===== config.mk =====
export PLATFORM = sky130hd
export DESIGN_NAME = dma_evt_irq_regs_flat
export DESIGN_NICKNAME = d
export VERILOG_FILES = /design/src/core/dma_evt_irq_pkg.sv /design/src/core/dma_evt_irq_if.sv /design/src/core/dma_evt_irq_regs.sv /design/src/flat_wrapper.sv
export SDC_FILE = /design/constraint.sdc
export NUM_CORES = 1
export LEC_CHECK = 0
export ABC_AREA = 1
export BUFFER_PORTS_ARGS = -buffer_cell sky130_fd_sc_hd__buf_4
export CORE_MARGIN = 2
export CORE_UTILIZATION = 54
export DETAILED_ROUTE_END_ITERATION = 10
export PLACE_DENSITY = 0.9
export SETUP_SLACK_MARGIN = 0.4
export SKIP_LAST_GASP = 1
export SLEW_MARGIN = 10
export SYNTH_ARGS = -nofsm -noshare
export SYNTH_HDL_FRONTEND = slang
export SYNTH_SLANG_ARGS = --single-unit
export TNS_END_PERCENT = 1

===== constraint.sdc =====
create_clock -name sys_clk -period 4 [get_ports sys_clk]
set_clock_uncertainty 0.2 [all_clocks]
set_input_delay 0.8 -clock sys_clk [delete_from_list [all_inputs] [get_ports sys_clk]]
set_output_delay 0.8 -clock sys_clk [all_outputs]
set_load 0.1 [all_outputs]

===== src/core/dma_evt_irq_pkg.sv =====
package dma_evt_irq_pkg;
   // ---------------------------------------------------------------
   // sizes
   // ---------------------------------------------------------------
   localparam int NUM_CH = 32;
   localparam int NUM_REGION = 4;
   localparam int ADDR_W = 8;
   localparam int DATA_W = 32;
   localparam int CODE_W = 6;
   localparam int REGION_W = 2;
   typedef logic [DATA_W-1:0] word_t;
   typedef logic [ADDR_W-1:0] addr_t;
   typedef logic [CODE_W-1:0] code_t;
   typedef logic [REGION_W-1:0] region_t;

   // ---------------------------------------------------------------
   // register offsets (byte addresses)
   // ---------------------------------------------------------------
   localparam addr_t OFS_EVT_ENABLE = 8'h00;
   localparam addr_t OFS_EVT_ENABLE_SET = 8'h04;
   localparam addr_t OFS_EVT_ENABLE_CLR = 8'h08;
   localparam addr_t OFS_QUEUED_STATUS = 8'h0c;
   localparam addr_t OFS_QUEUED_CLR = 8'h10;
   localparam addr_t OFS_IRQ_ENABLE = 8'h14;
   localparam addr_t OFS_IRQ_ENABLE_CLR = 8'h18;
   localparam addr_t OFS_IRQ_ENABLE_SET = 8'h1c;
   localparam addr_t OFS_PENDING = 8'h20;
   localparam addr_t OFS_PENDING_CLR = 8'h24;
   // global recheck, then one per shadow region at +4 each
   localparam addr_t OFS_RECHECK_GLOBAL = 8'h28;
   localparam addr_t OFS_RECHECK_SHADOW0 = 8'h2c;

   // ---------------------------------------------------------------
   // fields and reset values
   // ---------------------------------------------------------------
   localparam int RECHECK_BIT_POS = 0;
   localparam int RECHECK_RSVD_POS = 1;
   localparam word_t RST_WORD = 32'h0000_0000;
   localparam int IRQ_PULSE_CYC = 1;
endpackage : dma_evt_irq_pkg


===== src/core/dma_evt_irq_if.sv =====
`timescale 1ns/1ps
interface dma_evt_irq_if;
   import dma_evt_irq_pkg::*;
   // event sources
   logic [NUM_CH-1:0] manual_trigger_set;
   logic [NUM_CH-1:0] external_event_latch;
   logic [NUM_CH-1:0] chained_event_latch;
   logic [NUM_CH-1:0] channel_event_enable;
   logic [NUM_CH-1:0] queued_event_status;
   logic [NUM_CH-1:0] sync_accept;
   logic [NUM_CH-1:0] hw_queue_release;
   // completion codes
   logic code_valid;
   code_t code_value;
   // interrupts
   logic [NUM_REGION-1:0] region_irq;
   modport device (
      input manual_trigger_set, external_event_latch, chained_event_latch,
      input sync_accept, hw_queue_release, code_valid, code_value,
      output channel_event_enable, queued_event_status, region_irq
   );
   modport controller (
      output manual_trigger_set, external_event_latch, chained_event_latch,
      output sync_accept, hw_queue_release, code_valid, code_value,
      input channel_event_enable, queued_event_status, region_irq
   );
endinterface : dma_evt_irq_if


===== src/core/dma_evt_irq_regs.sv =====
// Local design decisions: the plain strobed port and the placing of the registers.
`timescale 1ns/1ps
// Function
// - set-port ones enable matching events
// - event enable ignores direct writes
// - accepted sync sets queued status
// - queued channel gets no further prioritizing
// - queued status cleared before next evaluation
// - queued-clear ones clear queued bits
// - irq enable changes only via ports
// - irq-enable set ones set bits
// - irq-enable clear ones clear bits
// - enable bit gates completion interrupt
// - partner returns configured completion code
// - completion code n sets pending n
// - pending holds until software clears
// - pending-clear ones clear pending bits
// - no new irq until all cleared
// - recheck in global and every shadow
// - recheck bit pulses if enabled pending
// - pulse goes to written region
// - software writes zero to bit one
// - external event needs enable bit
// - chained and manual ignore enable
module dma_evt_irq_regs (
   // clock and reset
   input wire logic sys_clk,
   input wire logic rst_b,
   // software register port
   input wire dma_evt_irq_pkg::addr_t reg_addr,
   input wire dma_evt_irq_pkg::word_t reg_wdata,
   input wire logic reg_wr,
   input wire logic reg_rd,
   output dma_evt_irq_pkg::word_t reg_rdata,
   // link to the channel controller side
   dma_evt_irq_if.device link
);
   import dma_evt_irq_pkg::*;

   // ---------------------------------------------------------------
   // state
   // ---------------------------------------------------------------
   typedef struct packed {
      logic [NUM_CH-1:0] evt_en;
      logic [NUM_CH-1:0] queued;
      logic [NUM_CH-1:0] irq_en;
      logic [NUM_CH-1:0] pending;
      logic [NUM_REGION-1:0] irq;
      word_t rdata;
   } state_s;

   state_s st_q;
   state_s st_d;

   // ---------------------------------------------------------------
   // helpers
   // ---------------------------------------------------------------
   // one compare per port, so every write decode looks the same
   function automatic logic hit(input logic wr, input addr_t a, input addr_t ofs);
      return wr && (a == ofs);
   endfunction : hit

   // set wins when it lands in the same cycle as a clear
   function automatic word_t set_clr(input word_t q, input word_t sm, input word_t cm);
      return (q & ~cm) | sm;
   endfunction : set_clr

   // write-only ports and unmapped words read back as zero
   function automatic word_t read_mux(input addr_t a, input state_s s);
      word_t w;
      w = RST_WORD;
      case (a)
         OFS_EVT_ENABLE: w = s.evt_en;
         OFS_QUEUED_STATUS: w = s.queued;
         OFS_IRQ_ENABLE: w = s.irq_en;
         OFS_PENDING: w = s.pending;
         default: w = RST_WORD;
      endcase
      return w;
   endfunction : read_mux

   // ---------------------------------------------------------------
   // decode signals
   // ---------------------------------------------------------------
   logic evt_set_wr;
   logic evt_clr_wr;
   logic queued_clr_wr;
   logic irq_set_wr;
   logic irq_clr_wr;
   logic pending_clr_wr;
   logic recheck_glb_wr;
   logic [NUM_REGION-1:0] recheck_hit;
   logic [NUM_CH-1:0] code_set;
   logic armed;
   logic new_enabled;

   // ---------------------------------------------------------------
   // port write strobes
   // ---------------------------------------------------------------
   // the enable words have no direct write decode at all
   assign evt_set_wr = hit(reg_wr, reg_addr, OFS_EVT_ENABLE_SET);
   assign evt_clr_wr = hit(reg_wr, reg_addr, OFS_EVT_ENABLE_CLR);
   assign queued_clr_wr = hit(reg_wr, reg_addr, OFS_QUEUED_CLR);
   assign irq_set_wr = hit(reg_wr, reg_addr, OFS_IRQ_ENABLE_SET);
   assign irq_clr_wr = hit(reg_wr, reg_addr, OFS_IRQ_ENABLE_CLR);
   assign pending_clr_wr = hit(reg_wr, reg_addr, OFS_PENDING_CLR);
   // bit 1 is not decoded; software keeps it at zero
   assign recheck_glb_wr = hit(reg_wr, reg_addr, OFS_RECHECK_GLOBAL)
      && reg_wdata[RECHECK_BIT_POS];

   // ---------------------------------------------------------------
   // recheck decode, one instance per region
   // ---------------------------------------------------------------
   genvar g;
   generate
      for (g = 0; g < NUM_REGION; g++) begin : g_recheck
         // shadow copies decode without any access mask
         assign recheck_hit[g] = reg_wdata[RECHECK_BIT_POS] &&
            hit(reg_wr, reg_addr, ADDR_W'(OFS_RECHECK_SHADOW0 + 4 * g));
      end
   endgenerate

   // ---------------------------------------------------------------
   // completion code decode, one bit per code
   // ---------------------------------------------------------------
   // codes of 32 and up match no bit and are dropped
   genvar c;
   generate
      for (c = 0; c < NUM_CH; c++) begin : g_code
         assign code_set[c] = link.code_valid && (link.code_value == CODE_W'(c));
      end
   endgenerate

   // ---------------------------------------------------------------
   // interrupt evaluation
   // ---------------------------------------------------------------
   // idle means no enabled pending bit left from before
   assign armed = ~|(st_q.pending & st_q.irq_en);
   // a repeated code on a bit already pending gives no new pulse
   assign new_enabled = |(code_set & ~st_q.pending & st_q.irq_en);

   // ---------------------------------------------------------------
   // next state
   // ---------------------------------------------------------------
   always_comb begin
      st_d = st_q;
      // event enable only via set and clear ports
      if (evt_set_wr) begin
         st_d.evt_en = st_q.evt_en | reg_wdata;
      end
      if (evt_clr_wr) begin
         st_d.evt_en = st_q.evt_en & ~reg_wdata;
      end

      // queued status: set wins over either clear
      st_d.queued = set_clr(st_q.queued, link.sync_accept,
         (queued_clr_wr ? reg_wdata : RST_WORD) | link.hw_queue_release);

      if (irq_set_wr) begin
         st_d.irq_en = st_q.irq_en | reg_wdata;
      end
      if (irq_clr_wr) begin
         st_d.irq_en = st_q.irq_en & ~reg_wdata;
      end

      // pending only leaves by software clear; new code wins
      st_d.pending = set_clr(st_q.pending, code_set,
         pending_clr_wr ? reg_wdata : RST_WORD);

      // global instance acts as region 0
      // back-to-back rechecks of one region merge into a longer pulse
      st_d.irq = recheck_hit;
      if (recheck_glb_wr) begin
         st_d.irq[0] = 1'b1;
      end
      // recheck only fires with an enabled pending bit
      if (armed) begin
         st_d.irq = '0;
      end
      // new-code pulses go to region 0 only
      if (armed && new_enabled) begin
         st_d.irq[0] = 1'b1;
      end

      // read data stands one cycle, then falls back to zero
      st_d.rdata = RST_WORD;
      if (reg_rd) begin
         st_d.rdata = read_mux(reg_addr, st_q);
      end
   end

   // ---------------------------------------------------------------
   // registers
   // ---------------------------------------------------------------
   always_ff @(posedge sys_clk) begin
      if (!rst_b) begin
         st_q <= '0;
      end else begin
         st_q <= st_d;
      end
   end

   // ---------------------------------------------------------------
   // outputs
   // ---------------------------------------------------------------
   assign reg_rdata = st_q.rdata;
   assign link.channel_event_enable = st_q.evt_en;
   assign link.queued_event_status = st_q.queued;
   assign link.region_irq = st_q.irq;
endmodule : dma_evt_irq_regs


===== src/flat_wrapper.sv =====
// flat-port wrapper written by rule: the top's interface ports become plain ports
module dma_evt_irq_regs_flat import dma_evt_irq_pkg::*;
  (sys_clk, rst_b, reg_addr, reg_wdata, reg_wr, reg_rd, reg_rdata, link_manual_trigger_set, link_external_event_latch, link_chained_event_latch, link_sync_accept, link_hw_queue_release, link_code_valid, link_code_value, link_channel_event_enable, link_queued_event_status, link_region_irq);
  dma_evt_irq_if link_i ();
  input wire logic sys_clk;
  input wire logic rst_b;
  input wire dma_evt_irq_pkg::addr_t reg_addr;
  input wire dma_evt_irq_pkg::word_t reg_wdata;
  input wire logic reg_wr;
  input wire logic reg_rd;
  output dma_evt_irq_pkg::word_t reg_rdata;
  input wire logic [$bits(link_i.manual_trigger_set)-1:0] link_manual_trigger_set;
  input wire logic [$bits(link_i.external_event_latch)-1:0] link_external_event_latch;
  input wire logic [$bits(link_i.chained_event_latch)-1:0] link_chained_event_latch;
  input wire logic [$bits(link_i.sync_accept)-1:0] link_sync_accept;
  input wire logic [$bits(link_i.hw_queue_release)-1:0] link_hw_queue_release;
  input wire logic [$bits(link_i.code_valid)-1:0] link_code_valid;
  input wire logic [$bits(link_i.code_value)-1:0] link_code_value;
  output wire logic [$bits(link_i.channel_event_enable)-1:0] link_channel_event_enable;
  output wire logic [$bits(link_i.queued_event_status)-1:0] link_queued_event_status;
  output wire logic [$bits(link_i.region_irq)-1:0] link_region_irq;
  assign link_i.manual_trigger_set = link_manual_trigger_set;
  assign link_i.external_event_latch = link_external_event_latch;
  assign link_i.chained_event_latch = link_chained_event_latch;
  assign link_i.sync_accept = link_sync_accept;
  assign link_i.hw_queue_release = link_hw_queue_release;
  assign link_i.code_valid = link_code_valid;
  assign link_i.code_value = link_code_value;
  assign link_channel_event_enable = link_i.channel_event_enable;
  assign link_queued_event_status = link_i.queued_event_status;
  assign link_region_irq = link_i.region_irq;
  dma_evt_irq_regs u_core (.sys_clk(sys_clk), .rst_b(rst_b), .reg_addr(reg_addr), .reg_wdata(reg_wdata), .reg_wr(reg_wr), .reg_rd(reg_rd), .reg_rdata(reg_rdata), .link(link_i));
endmodule

======== After elaboration in Yosys (flattened, before gate mapping) ========
Index checks and enable logic that the tools add are counted.
operators by class
  eq/ne operators ......................... 45
  muxes and demuxes ....................... 10
  bitwise logic cells ..................... 16
  reduce and logical (&&, ||, !) cells .... 58
operator list
  operator            number
  $and 32x32->32      7
  $mux 32             6
  $or 32x32->32       5
  $not 32->32         4
  $pmux 32 s4         1
  $eq 6x5->1 const B  16
  $reduce_or 32->1    2
  $eq 8x6->1 const B  7
  $logic_and 1x1->1   49
  $eq 6x4->1 const B  8
  $eq 8x5->1 const B  4
  $eq 6x3->1 const B  4
  $eq 8x4->1 const B  2
  $eq 6x2->1 const B  2
  $eq 8x3->1 const B  1
  $logic_not 8->1     1
  $eq 6x1->1 const B  1
  $logic_not 6->1     1
  $reduce_and 2->1    2
  $reduce_bool 2->1   2
  $mux 1              3
  $logic_not 1->1     1
word-level totals
  register bits ........................... 164
  input port bits ......................... 211

======== Depth between registers and ports, before layout ========
Gate-level depths: netlist of run 1.
  depth in word-level cells ............... 7
  gate-level depth with buffers ........... 12
  depth with buffers taken out ............ 12

======== Least setup slack after synthesis of run 1 ========
No wires, ideal clock.
  kind .................................... input -> register
  start point ............................. input reg_addr[0]
  end point ............................... register u_core.st_q (netlist bit u_core.reg_rdata[11])
  data arrival time ....................... 1.865 ns
  data required time ...................... 3.719 ns
  setup slack ............................. 1.854 ns
  stages .................................. 7
  buffers on the path ..................... 2
  cell sequence ........................... inv_1 > nand2_2 > nor3_1 > buf_2 > buf_2 > nand3_1 > a41oi_1
on the way
  longest elaborated chain between the ends .. 2
  elaborated cells on any way between the ends .. 5
ends and longest elaborated chain
  element                             line                     RTL
  start: declaration                  flat_wrapper.sv:7        input wire dma_evt_irq_pkg::addr_t reg_addr;
  $eq 8x6->1 (tied with other cells)  dma_evt_irq_regs.sv:72   case (a)
  $pmux 32 s4 *                       dma_evt_irq_regs.sv:72
  end signal: assignment              dma_evt_irq_regs.sv:199  st_q <= st_d;
  end: declaration                    dma_evt_irq_regs.sv:52   state_s st_q;
Every way passes the cells marked *; elsewhere a longest branch is shown, timed or not.
A chain may end at the register's enable or synchronous reset.

==> impl_metrics.env, run 1 <==
export IMPL_hold_slack_ps=279
export IMPL_antenna_cells=0
export IMPL_finalPower_mw=3.74
export IMPL_root_buffer="clkbuf_16"
export IMPL_status="complete, no violations"
export IMPL_clock_sinks=164
export IMPL_fin_setup_tns_ps=0
export IMPL_cts_setup_buffers=0
export IMPL_synth_edf_count=0
export IMPL_cp_cell_sequence="buf_4 -> nor2_1 -> nand3_1 -> nor2_1 -> nand2_1 -> inv_1 -> buf_4 -> nand2_1 -> o21ai_0 -> a21oi_1"
export IMPL_period_share=0.681
export IMPL_p_leak_nw=4.56
export IMPL_synth_top_family_by_area="compound AO/OA/AOI/OAI gates"
export IMPL_synth_distinct_cells=23
export IMPL_coreArea_mm2=0.0153
export IMPL_slowest_stage="inv_1"
export IMPL_syn_area_per_cell_um2=6.89
export IMPL_final_hold_viol_count=0
export IMPL_grt_pass1_vias=8025
export IMPL_core_rowCount=45
export IMPL_dp_hpwl_mm=18.1
export IMPL_synth_top_cell_area_share=0.389
export IMPL_worst_pin_slew_ps=650
export IMPL_worstHoldEndpoint="u_core.st_q[52]"
export IMPL_grt_usage=0.305
export IMPL_cp_max_fo=20
export IMPL_syn_nets=1438
export IMPL_layout_setup_ws_ps=1270
export IMPL_syn_instance_count=1227
export IMPL_yosysSeqAreaShare=0.389
export IMPL_rr_worst_depth=10
export IMPL_antenna_found_initial=1
export IMPL_synth_top_area_cell="dfxtp_1"
export IMPL_ys_ff_latch=164
export IMPL_cts_buffers=17
export IMPL_hold_class="reg -> reg"
export IMPL_num_vias=8498
export IMPL_slowest_delay_ps=450
export IMPL_synthesis_area_mm2=0.00845
export IMPL_tritoncts="yes"
export IMPL_maxSlewViolCount=0
export IMPL_drive_above_1_share=0.203
export IMPL_layout_common_cells="buf_4, nand2_1, inv_1"
export IMPL_route_detailed_drc=0
export IMPL_end_kind="flip-flop"
export IMPL_clock_path_buffers=2
export IMPL_drt_iter0_drc=844
export IMPL_finalSetupViolCount=0
export IMPL_htree_levels=4
export IMPL_rsz0062_at_grt="false"
export IMPL_muxShareOfSynthArea=0
export IMPL_ys_flop_type="dfxtp_1"
export IMPL_max_cap_viol_count=0
export IMPL_synth_compound_area_share=0.222
export IMPL_syn2layout_area_growth_pct=19.6
export IMPL_power_density_mw_per_mm2=371
export IMPL_pin_count=311
export IMPL_grt_pass1_wl_mm=39.7
export IMPL_insertion_delay_ps=420
export IMPL_critPathRequiredTime_ps=4110
export IMPL_final_antenna_net_count=0
export IMPL_synth_xor_area_share=0
export IMPL_wl_mm=25.6
export IMPL_cts_resized=0
export IMPL_cp_start_kind="input pin"
export IMPL_die_x_um=129
export IMPL_yosys_warnings=0
export IMPL_grt_max_degree=75
export IMPL_synthSimpleGateAreaFrac=0.194
export IMPL_critPathKind="in -> reg"
export IMPL_synthAdderAreaFrac=0
export IMPL_nets=1540
export IMPL_cts_reportedPaths_clkPinSlew_ps=60
export IMPL_min_delay_start="u_core.st_q[52]"
export IMPL_synthArstFlopShare=0
export IMPL_reg2reg_slack_ps=2350
export IMPL_start_util=0.554
export IMPL_layout_commonest_cell="buf_4"
export IMPL_period_minus_slack_ps=2730
export IMPL_cp_startpoint="reg_addr[7]"
export IMPL_drt_vias_per_instance=5.48
export IMPL_timing_rr_end="u_core.link.region_irq[0]"
export IMPL_first_pass_iters=6
export IMPL_min_path_cells=2
export IMPL_gr_total_overflow=0
export IMPL_fin_util=0.662
export IMPL_wl_per_cell_um=16.5
export IMPL_fmax_ghz=0.367
export IMPL_pre_cts_slack_ps=948
export IMPL_port_buffers=214
export IMPL_cts_hold_buf=0
export IMPL_gp_congestion=0.975
export IMPL_slew_headroom=0.566
export IMPL_max_vdd_ir_drop_v=0.000281
export IMPL_synth_area_leaders="dfxtp_1, a21oi_1, buf_4"
export IMPL_dieArea_mm2=0.0167
export IMPL_dieHeight_um=129
export IMPL_arrival_ps=2840
==> routing by layer <==
layer | track usage | part of all wire | vias to the layer above
met5 | 0 | 0.00051 | -
met4 | 0.101 | 0.023 | 2
met3 | 0.0846 | 0.098 | 57
met2 | 0.513 | 0.47 | 457
met1 | 0.381 | 0.41 | 3908
li1 | - | - | 4074
==> where the power goes <==
group / internal, mW / total [mW] / switching (mW)
clock: 0.958 / 1.60 / 0.646
combinational: 0.141 / 0.461 / 0.319
sequential: 1.66 / 1.68 / 0.0200
==> through the flow <==
stage          cell area (um2)  cells
5_1_grt                  10100   1551
3_3_place_gp              9530   1521
6_report                 10100   1551
3_5_place_dp              9530   1521
4_1_cts                  10100   1551
2_1_floorplan             8450   1227
==> cells by family (layout without fill, tap and decap cells) <==
| group | count (synthesis) | after routing |
|---|---|---|
| flops | 164 | 164 |
| buf+inv | 331 | 444 |
| compound gates | 331 | 331 |
| simple gates | 401 | 401 |
==> worst max-delay path, delay by kind of cell <==
| kind | cells | cell delay [ps] |
|---|---|---|
| buffers and inverters | 3 | 930 |
| and+or+nand+nor | 5 | 860 |
| AOI/OAI and AO/OA | 2 | 260 |
==> cell usage after synthesis (2+ instances only) <==
library cell  count
buf_2            14
nand2_1         199
nor3_1            2
nor2_1          126
buf_4           104
dfxtp_1         164
nand2_2           2
o211ai_1         31
a21oi_1         161
a31oi_1           4
clkbuf_1         34
inv_1           178
o21ai_0          85
nand4_1           5
o21a_1           32
nand3_1          63
a41oi_1          12
o22ai_1           6
==> worst max path at each step <==
| stage | end | depth (start not counted) | slack [ps] |
|---|---|---|---|
| after global placement | flip-flop | 10 | 1050 |
| after detailed placement | flip-flop | 10 | 950 |
| after floorplan | u_core.reg_rdata[11] | 7 | 1850 |
| after global routing | flip-flop | 10 | 1240 |
| final | flip-flop | 10 | 1270 |
| after CTS | flip-flop | 10 | 1350 |
==> layout make-up <==
type	count	area, um2
fill	1302	5150
multi-input combinational	732	3530
sequential	164	3280
timing repair buffer	235	1780
inverter	179	673
clock buffer	21	470
tap	211	264
clock inverter	9	105
(Power assumes the default switching activity.)
==> run 2, diff against run 1 <==
--- a/config.mk
+++ b/config.mk
@@ -8,9 +8,9 @@
 export ABC_AREA = 1
 export BUFFER_PORTS_ARGS = -buffer_cell sky130_fd_sc_hd__buf_4
 export CORE_MARGIN = 2
-export CORE_UTILIZATION = 54
+export CORE_UTILIZATION = 50
 export DETAILED_ROUTE_END_ITERATION = 10
-export PLACE_DENSITY = 0.9
+export PLACE_DENSITY = 0.85
 export SETUP_SLACK_MARGIN = 0.4
 export SKIP_LAST_GASP = 1
 export SLEW_MARGIN = 10
==> constraint.sdc (replaced) <==
create_clock -name sys_clk -period 2.6 [get_ports sys_clk]
set_clock_uncertainty 0.2 [all_clocks]
set_input_delay 0.52 -clock sys_clk [delete_from_list [all_inputs] [get_ports sys_clk]]
set_output_delay 0.52 -clock sys_clk [all_outputs]
set_load 0.1 [all_outputs]
==> run 2 against run 1 <==
Effect of this change:
- first-iteration DRC count fell by 4.1%
- setup slack worse by 710 ps
- clock power is 64% higher
- critical path type unchanged
- combinational power rose by 56%
- largest power group is now clock
==> impl_metrics.env, run 2 (synthesis results as in run 1) <==
export IMPL_status="complete, no violations"
export IMPL_antenna_cells=0
export IMPL_crit_family="simple AND/OR/NAND/NOR gates"
export IMPL_final_antenna_net_count=0
export IMPL_grt_pass1_vias=8382
export IMPL_wl_per_cell_um=16.9
export IMPL_root_buffer="clkbuf_16"
export IMPL_finalPower_mw=5.93
export IMPL_cts_setup_buffers=0
export IMPL_hold_slack_ps=85.0
export IMPL_reg2reg_slack_ps=930
export IMPL_fmax_ghz=0.492
export IMPL_route_detailed_drc=0
export IMPL_critPathRequiredTime_ps=2760
export IMPL_cp_max_fo=9
export IMPL_dp_hpwl_mm=19.0
export IMPL_power_density_mw_per_mm2=578
export IMPL_rsz0062_at_grt="false"
export IMPL_start_util=0.511
export IMPL_grt_usage=0.295
export IMPL_end_kind="flip-flop"
export IMPL_cts_reportedPaths_clkPinSlew_ps=60
export IMPL_port_buffers=214
export IMPL_slew_headroom=0.671
export IMPL_grt_max_degree=62
export IMPL_coreArea_mm2=0.0165
export IMPL_maxSlewViolCount=0
export IMPL_worst_pin_slew_ps=491
export IMPL_cts_resized=0
export IMPL_nets=1549
export IMPL_final_hold_viol_count=0
export IMPL_first_pass_iters=5
export IMPL_critPathKind="in -> reg"
export IMPL_antenna_found_initial=0
export IMPL_period_minus_slack_ps=2030
export IMPL_drive_above_1_share=0.208
export IMPL_grt_pass1_wl_mm=41.7
export IMPL_clock_path_buffers=2
export IMPL_dieArea_mm2=0.0180
export IMPL_cp_cell_sequence="buf_4 -> inv_1 -> nand2_2 -> nor3_2 -> nand2_1 -> nand4_1 -> nand2_2 -> a21oi_1"
export IMPL_layout_common_cells="buf_4, nand2_1, inv_1"
export IMPL_tritoncts="yes"
export IMPL_dieHeight_um=134
export IMPL_cts_hold_buf=0
export IMPL_gp_congestion=0.946
export IMPL_final_area_mm2=0.0103
export IMPL_hold_class="in -> reg"
export IMPL_num_vias=8571
export IMPL_max_vdd_ir_drop_v=0.000449
export IMPL_cp_startpoint="reg_addr[0]"
export IMPL_finalSetupViolCount=0
export IMPL_p_leak_nw=4.63
export IMPL_cts_buffers=17
export IMPL_drt_iter0_drc=809
export IMPL_die_x_um=134
export IMPL_fin_setup_tns_ps=0
export IMPL_final_fill_count=1489
export IMPL_layout_commonest_cell="buf_4"
export IMPL_syn2layout_area_growth_pct=21.4
export IMPL_max_cap_viol_count=0
export IMPL_clock_sinks=164
export IMPL_pin_count=311
export IMPL_arrival_ps=2190
export IMPL_gr_total_overflow=0
export IMPL_slowest_stage="nor3_2"
export IMPL_place_inst=1539
export IMPL_fin_cells=1570
export IMPL_core_rowCount=47
export IMPL_min_delay_start="reg_wdata[13]"
export IMPL_slowest_delay_ps=380
export IMPL_wl_mm=26.5
export IMPL_cp_common_cell="nand2_2"
export IMPL_insertion_delay_ps=430
export IMPL_dpl_cell_area_mm2=0.00964
export IMPL_cp_start_kind="input pin"
export IMPL_drt_vias_per_instance=5.46
export IMPL_period_share=0.782
export IMPL_cp_num_buf_inv=2
export IMPL_htree_levels=4
[run 2: cell count changes in the layout (fill, tap and decap cells not counted), sizes merged]
cell / delta
buf: +9
bufinv: +2
clkinv: +2
clkinvlp: -3
[run 2: worst paths after layout]
path | endpoint | cells after the start
max | u_core.reg_rdata[30] | 8
min | flip-flop | 2
max reg2reg | u_core.link.region_irq[0] | 10
min reg2reg | u_core.st_q[52] | 2
[run 2: layout make-up]
| type | instances | area, um2 | area share |
|---|---|---|---|
| Tap cell | 220 | 275 | 0.0268 |
| Inverter | 179 | 673 | 0.0656 |
| Clock buffer | 21 | 450 | 0.0439 |
| Sequential cell | 164 | 3280 | 0.320 |
| Clock inverter | 10 | 156 | 0.0152 |
| Multi-Input combinational cell | 732 | 3540 | 0.345 |
| Timing Repair Buffer | 244 | 1880 | 0.183 |
[run 2: per-stage QoR]
step	utilization	setup slack, ps
3_3_place_gp	0.584	205
4_1_cts	0.620	576
2_1_floorplan	-	734
5_1_grt	0.621	474
3_5_place_dp	0.584	132
6_report	0.621	566
[run 2: where the power goes]
part | switching (mW) | leakage, nW | internal (mW)
combinational | 0.498 | 3.01 | 0.222
clock | 1.01 | 0.297 | 1.62
sequential | 0.0308 | 1.33 | 2.55
total | 1.54 | 4.63 | 4.39
[run 2: worst reg2reg max path, stage by stage (launching register included)]
cell	delay [ps]
dfxtp_1	300
inv_1	100
o21ai_0	120
nor2_1	120
nand2_1	100
nor2_1	150
nand2_1	140
nor2_1	120
nand3_1	90
nand2_1	100
inv_1	40
[run 2: metal layers]
metal | part of all wire | global-route usage | vias up
met5 | 0 | 0 | -
met4 | 0.031 | 0.120 | 0
met3 | 0.094 | 0.0684 | 77
met2 | 0.45 | 0.486 | 434
met1 | 0.42 | 0.372 | 3967
li1 | - | - | 4093
==> run 3, diff against run 2 <==
--- a/config.mk
+++ b/config.mk
@@ -5,10 +5,10 @@
 export SDC_FILE = /design/constraint.sdc
 export NUM_CORES = 1
 export LEC_CHECK = 0
-export ABC_AREA = 1
+export ABC_AREA = 0
 export BUFFER_PORTS_ARGS = -buffer_cell sky130_fd_sc_hd__buf_4
 export CORE_MARGIN = 2
-export CORE_UTILIZATION = 50
+export CORE_UTILIZATION = 49
 export DETAILED_ROUTE_END_ITERATION = 10
 export PLACE_DENSITY = 0.85
 export SETUP_SLACK_MARGIN = 0.4
==> constraint.sdc (replaced) <==
create_clock -name sys_clk -period 1.9 [get_ports sys_clk]
set_clock_uncertainty 0.2 [all_clocks]
set_input_delay 0.38 -clock sys_clk [delete_from_list [all_inputs] [get_ports sys_clk]]
set_output_delay 0.38 -clock sys_clk [all_outputs]
set_load 0.1 [all_outputs]
==> run 3 against run 2 <==
Effect of this change:
- the run now ends with negative setup slack left
- cell area grew 8.5%
- sequential cell count did not move
- setup slack lost 1000 ps
- utilization is 8.8 points higher
- total power is 43% higher
- critical path depth shrank 2
- largest cell class unchanged
- largest power group unchanged
==> impl_metrics.env, run 3 <==
export IMPL_violations="negative setup slack"
export IMPL_clockPowerShare=0.453
export IMPL_htree_levels=4
export IMPL_power_frac_seq=0.417
export IMPL_syn_area_per_cell_um2=8.27
export IMPL_arrival_ps=2460
export IMPL_synthArstFlopShare=0
export IMPL_drt_iter0_drc=780
export IMPL_layout_setup_ws_ps=-436
export IMPL_start_util=0.495
export IMPL_rsz0062_at_grt="true"
export IMPL_dp_hpwl_mm=17.6
export IMPL_finalSetupViolCount=4
export IMPL_grt_max_degree=40
export IMPL_power_density_mw_per_mm2=761
export IMPL_root_buffer="clkbuf_16"
export IMPL_die_x_um=130
export IMPL_clock_path_buffers=2
export IMPL_final_fill_count=1141
export IMPL_route_detailed_drc=0
export IMPL_fmax_ghz=0.428
export IMPL_cp_max_fo=2
export IMPL_period_share=1.23
export IMPL_layout_common_cells="buf_4, dfxtp_1, nand2_1"
export IMPL_combPwrFrac=0.129
export IMPL_hold_class="in -> reg"
export IMPL_ys_flop_type="dfxtp_1"
export IMPL_tritoncts="yes"
export IMPL_p_sw_mw=2.14
export IMPL_worst_pin_slew_ps=540
export IMPL_grt_pass1_wl_mm=41.3
export IMPL_insertion_delay_ps=430
export IMPL_pre_cts_slack_ps=-431
export IMPL_synth_most_common_cell="dfxtp_1"
export IMPL_finalPower_mw=8.47
export IMPL_yosysSeqAreaShare=0.422
export IMPL_period_minus_slack_ps=2340
export IMPL_max_vdd_ir_drop_v=0.000644
export IMPL_status="finished, violations left"
export IMPL_wl_per_cell_um=18.6
export IMPL_p_sw_frac=0.253
export IMPL_syn2layout_area_growth_pct=43.0
export IMPL_clock_sinks=164
export IMPL_synth_distinct_cells=46
export IMPL_cts_buffers=17
export IMPL_final_hold_viol_count=0
export IMPL_pin_count=311
export IMPL_num_vias=8219
export IMPL_synth_top_cell_area_share=0.422
export IMPL_synth_common_cells="dfxtp_1, nor2_1, nand2_1"
export IMPL_antenna_cells=0
export IMPL_antenna_found_initial=0
export IMPL_cp_start_kind="flip-flop"
export IMPL_max_cap_viol_count=0
export IMPL_grt_usage=0.314
export IMPL_final_antenna_net_count=0
export IMPL_syn_nets=1152
export IMPL_synthesis_area_mm2=0.00778
export IMPL_wl_mm=26.8
export IMPL_synth_top_area_cell="dfxtp_1"
export IMPL_end_kind="flip-flop"
export IMPL_ys_ff_latch=164
export IMPL_synth_area_leaders="dfxtp_1, a22oi_1, buf_4"
export IMPL_nets=1425
export IMPL_syn_instance_count=941
export IMPL_synth_edf_count=0
export IMPL_drt_vias_per_instance=5.70
export IMPL_critPathKind="reg -> reg"
export IMPL_gr_total_overflow=0
export IMPL_core_rowCount=46
export IMPL_slew_headroom=0.636
export IMPL_cts_reportedPaths_clkPinSlew_ps=60
export IMPL_port_buffers=214
export IMPL_grt_pass1_vias=8035
export IMPL_yosys_warnings=0
export IMPL_first_pass_iters=7
export IMPL_drive_above_1_share=0.321
export IMPL_coreArea_mm2=0.0157
export IMPL_layout_commonest_cell="buf_4"
export IMPL_maxSlewViolCount=0
export IMPL_internal_power_mw=6.33
export IMPL_dieHeight_um=130
export IMPL_p_leak_nw=4.78
export IMPL_gp_congestion=0.982
export IMPL_critPathRequiredTime_ps=2020
export IMPL_dieArea_mm2=0.0169
[run 3: cell count changes in the layout (fill, tap and decap cells not counted), moves of 63 or more]
cell / change
a21oi_1: -94
a22oi_1: +100
buf_4: +99
dlygate4sd3_1: +63
inv_1: -139
nand2_1: -89
o21ai_0: -83
[run 3: per-stage QoR]
stage               hold slack (ps)  setup TNS (ps)  std cells  utilization  instance area [um2]
detailed placement              320          -30070       1347        0.625                 9830
global placement                316          -25640       1347        0.625                 9830
finish                         20.7           -1360       1443        0.708                11100
floorplan                       274           -6680        941            -                 7810
global route                   24.3           -1660       1443        0.708                11100
CTS                            19.7           -1140       1443        0.708                11100
[run 3: logic make-up after synthesis]
family,synth area share
AO/OA/AOI/OAI,0.229
multiplexers,0.0412
AND/OR/NAND/NOR,0.165
buffers and inverters,0.143
flip-flops,0.422
[run 3: final timing paths]
path,startpoint,endpoint,slack [ps],cells past startpoint
max,flip-flop,u_core.link.region_irq[0],-440,6
min,link_sync_accept[1],u_core.link.queued_event_status[1],20,3
max reg2reg,flip-flop,u_core.link.region_irq[0],-440,6
min reg2reg,flip-flop,flip-flop,330,2
[run 3: area by class of cell]
| type | instances | area (um2) | area share |
|---|---|---|---|
| multi-input combinational | 580 | 3420 | 0.307 |
| timing repair buffer | 411 | 3350 | 0.301 |
| clock buffer | 21 | 460 | 0.0414 |
| inverter | 40 | 153 | 0.0137 |
| clock inverter | 11 | 198 | 0.0178 |
| tap | 216 | 270 | 0.0243 |
| sequential | 164 | 3290 | 0.295 |
[run 3: timing repair]
action / in CTS / in global routing
setup buffers: 1 / 0
pin swaps: 3 / 5
endpoints found under the hold margin: 63 / 0
endpoints found under the setup margin: 263 / 264
hold buffers: 63 / 0
gates cloned: 0 / 0
gates resized for setup: 2 / 2
[run 3: power groups by stage]
| stage | Clock (mW) | Combinational, mW | Sequential (mW) |
|---|---|---|---|
| after floorplan | 0 | 0.588 | 3.60 |
| after global placement | 0 | 0.954 | 3.61 |
| after detailed placement | 0 | 0.966 | 3.61 |
| after CTS | 3.86 | 1.08 | 3.53 |
| after global routing | 4.00 | 1.15 | 3.54 |
| final | 3.84 | 1.10 | 3.54 |
[run 3: layer usage]
| layer | global-route usage | vias up | part of all wire |
|---|---|---|---|
| met5 | 0 | - | 0 |
| met4 | 0.131 | 0 | 0.028 |
| met3 | 0.0820 | 74 | 0.098 |
| met2 | 0.532 | 502 | 0.48 |
| met1 | 0.381 | 3841 | 0.40 |
| li1 | - | 3802 | - |
[run 3: critical path, stage by stage, from the launching register on]
cell	delay [ps]
dfxtp_2	330
a22o_1	280
a221oi_2	200
nand3_1	100
or4_4	530
a221o_1	310
o311a_1	290
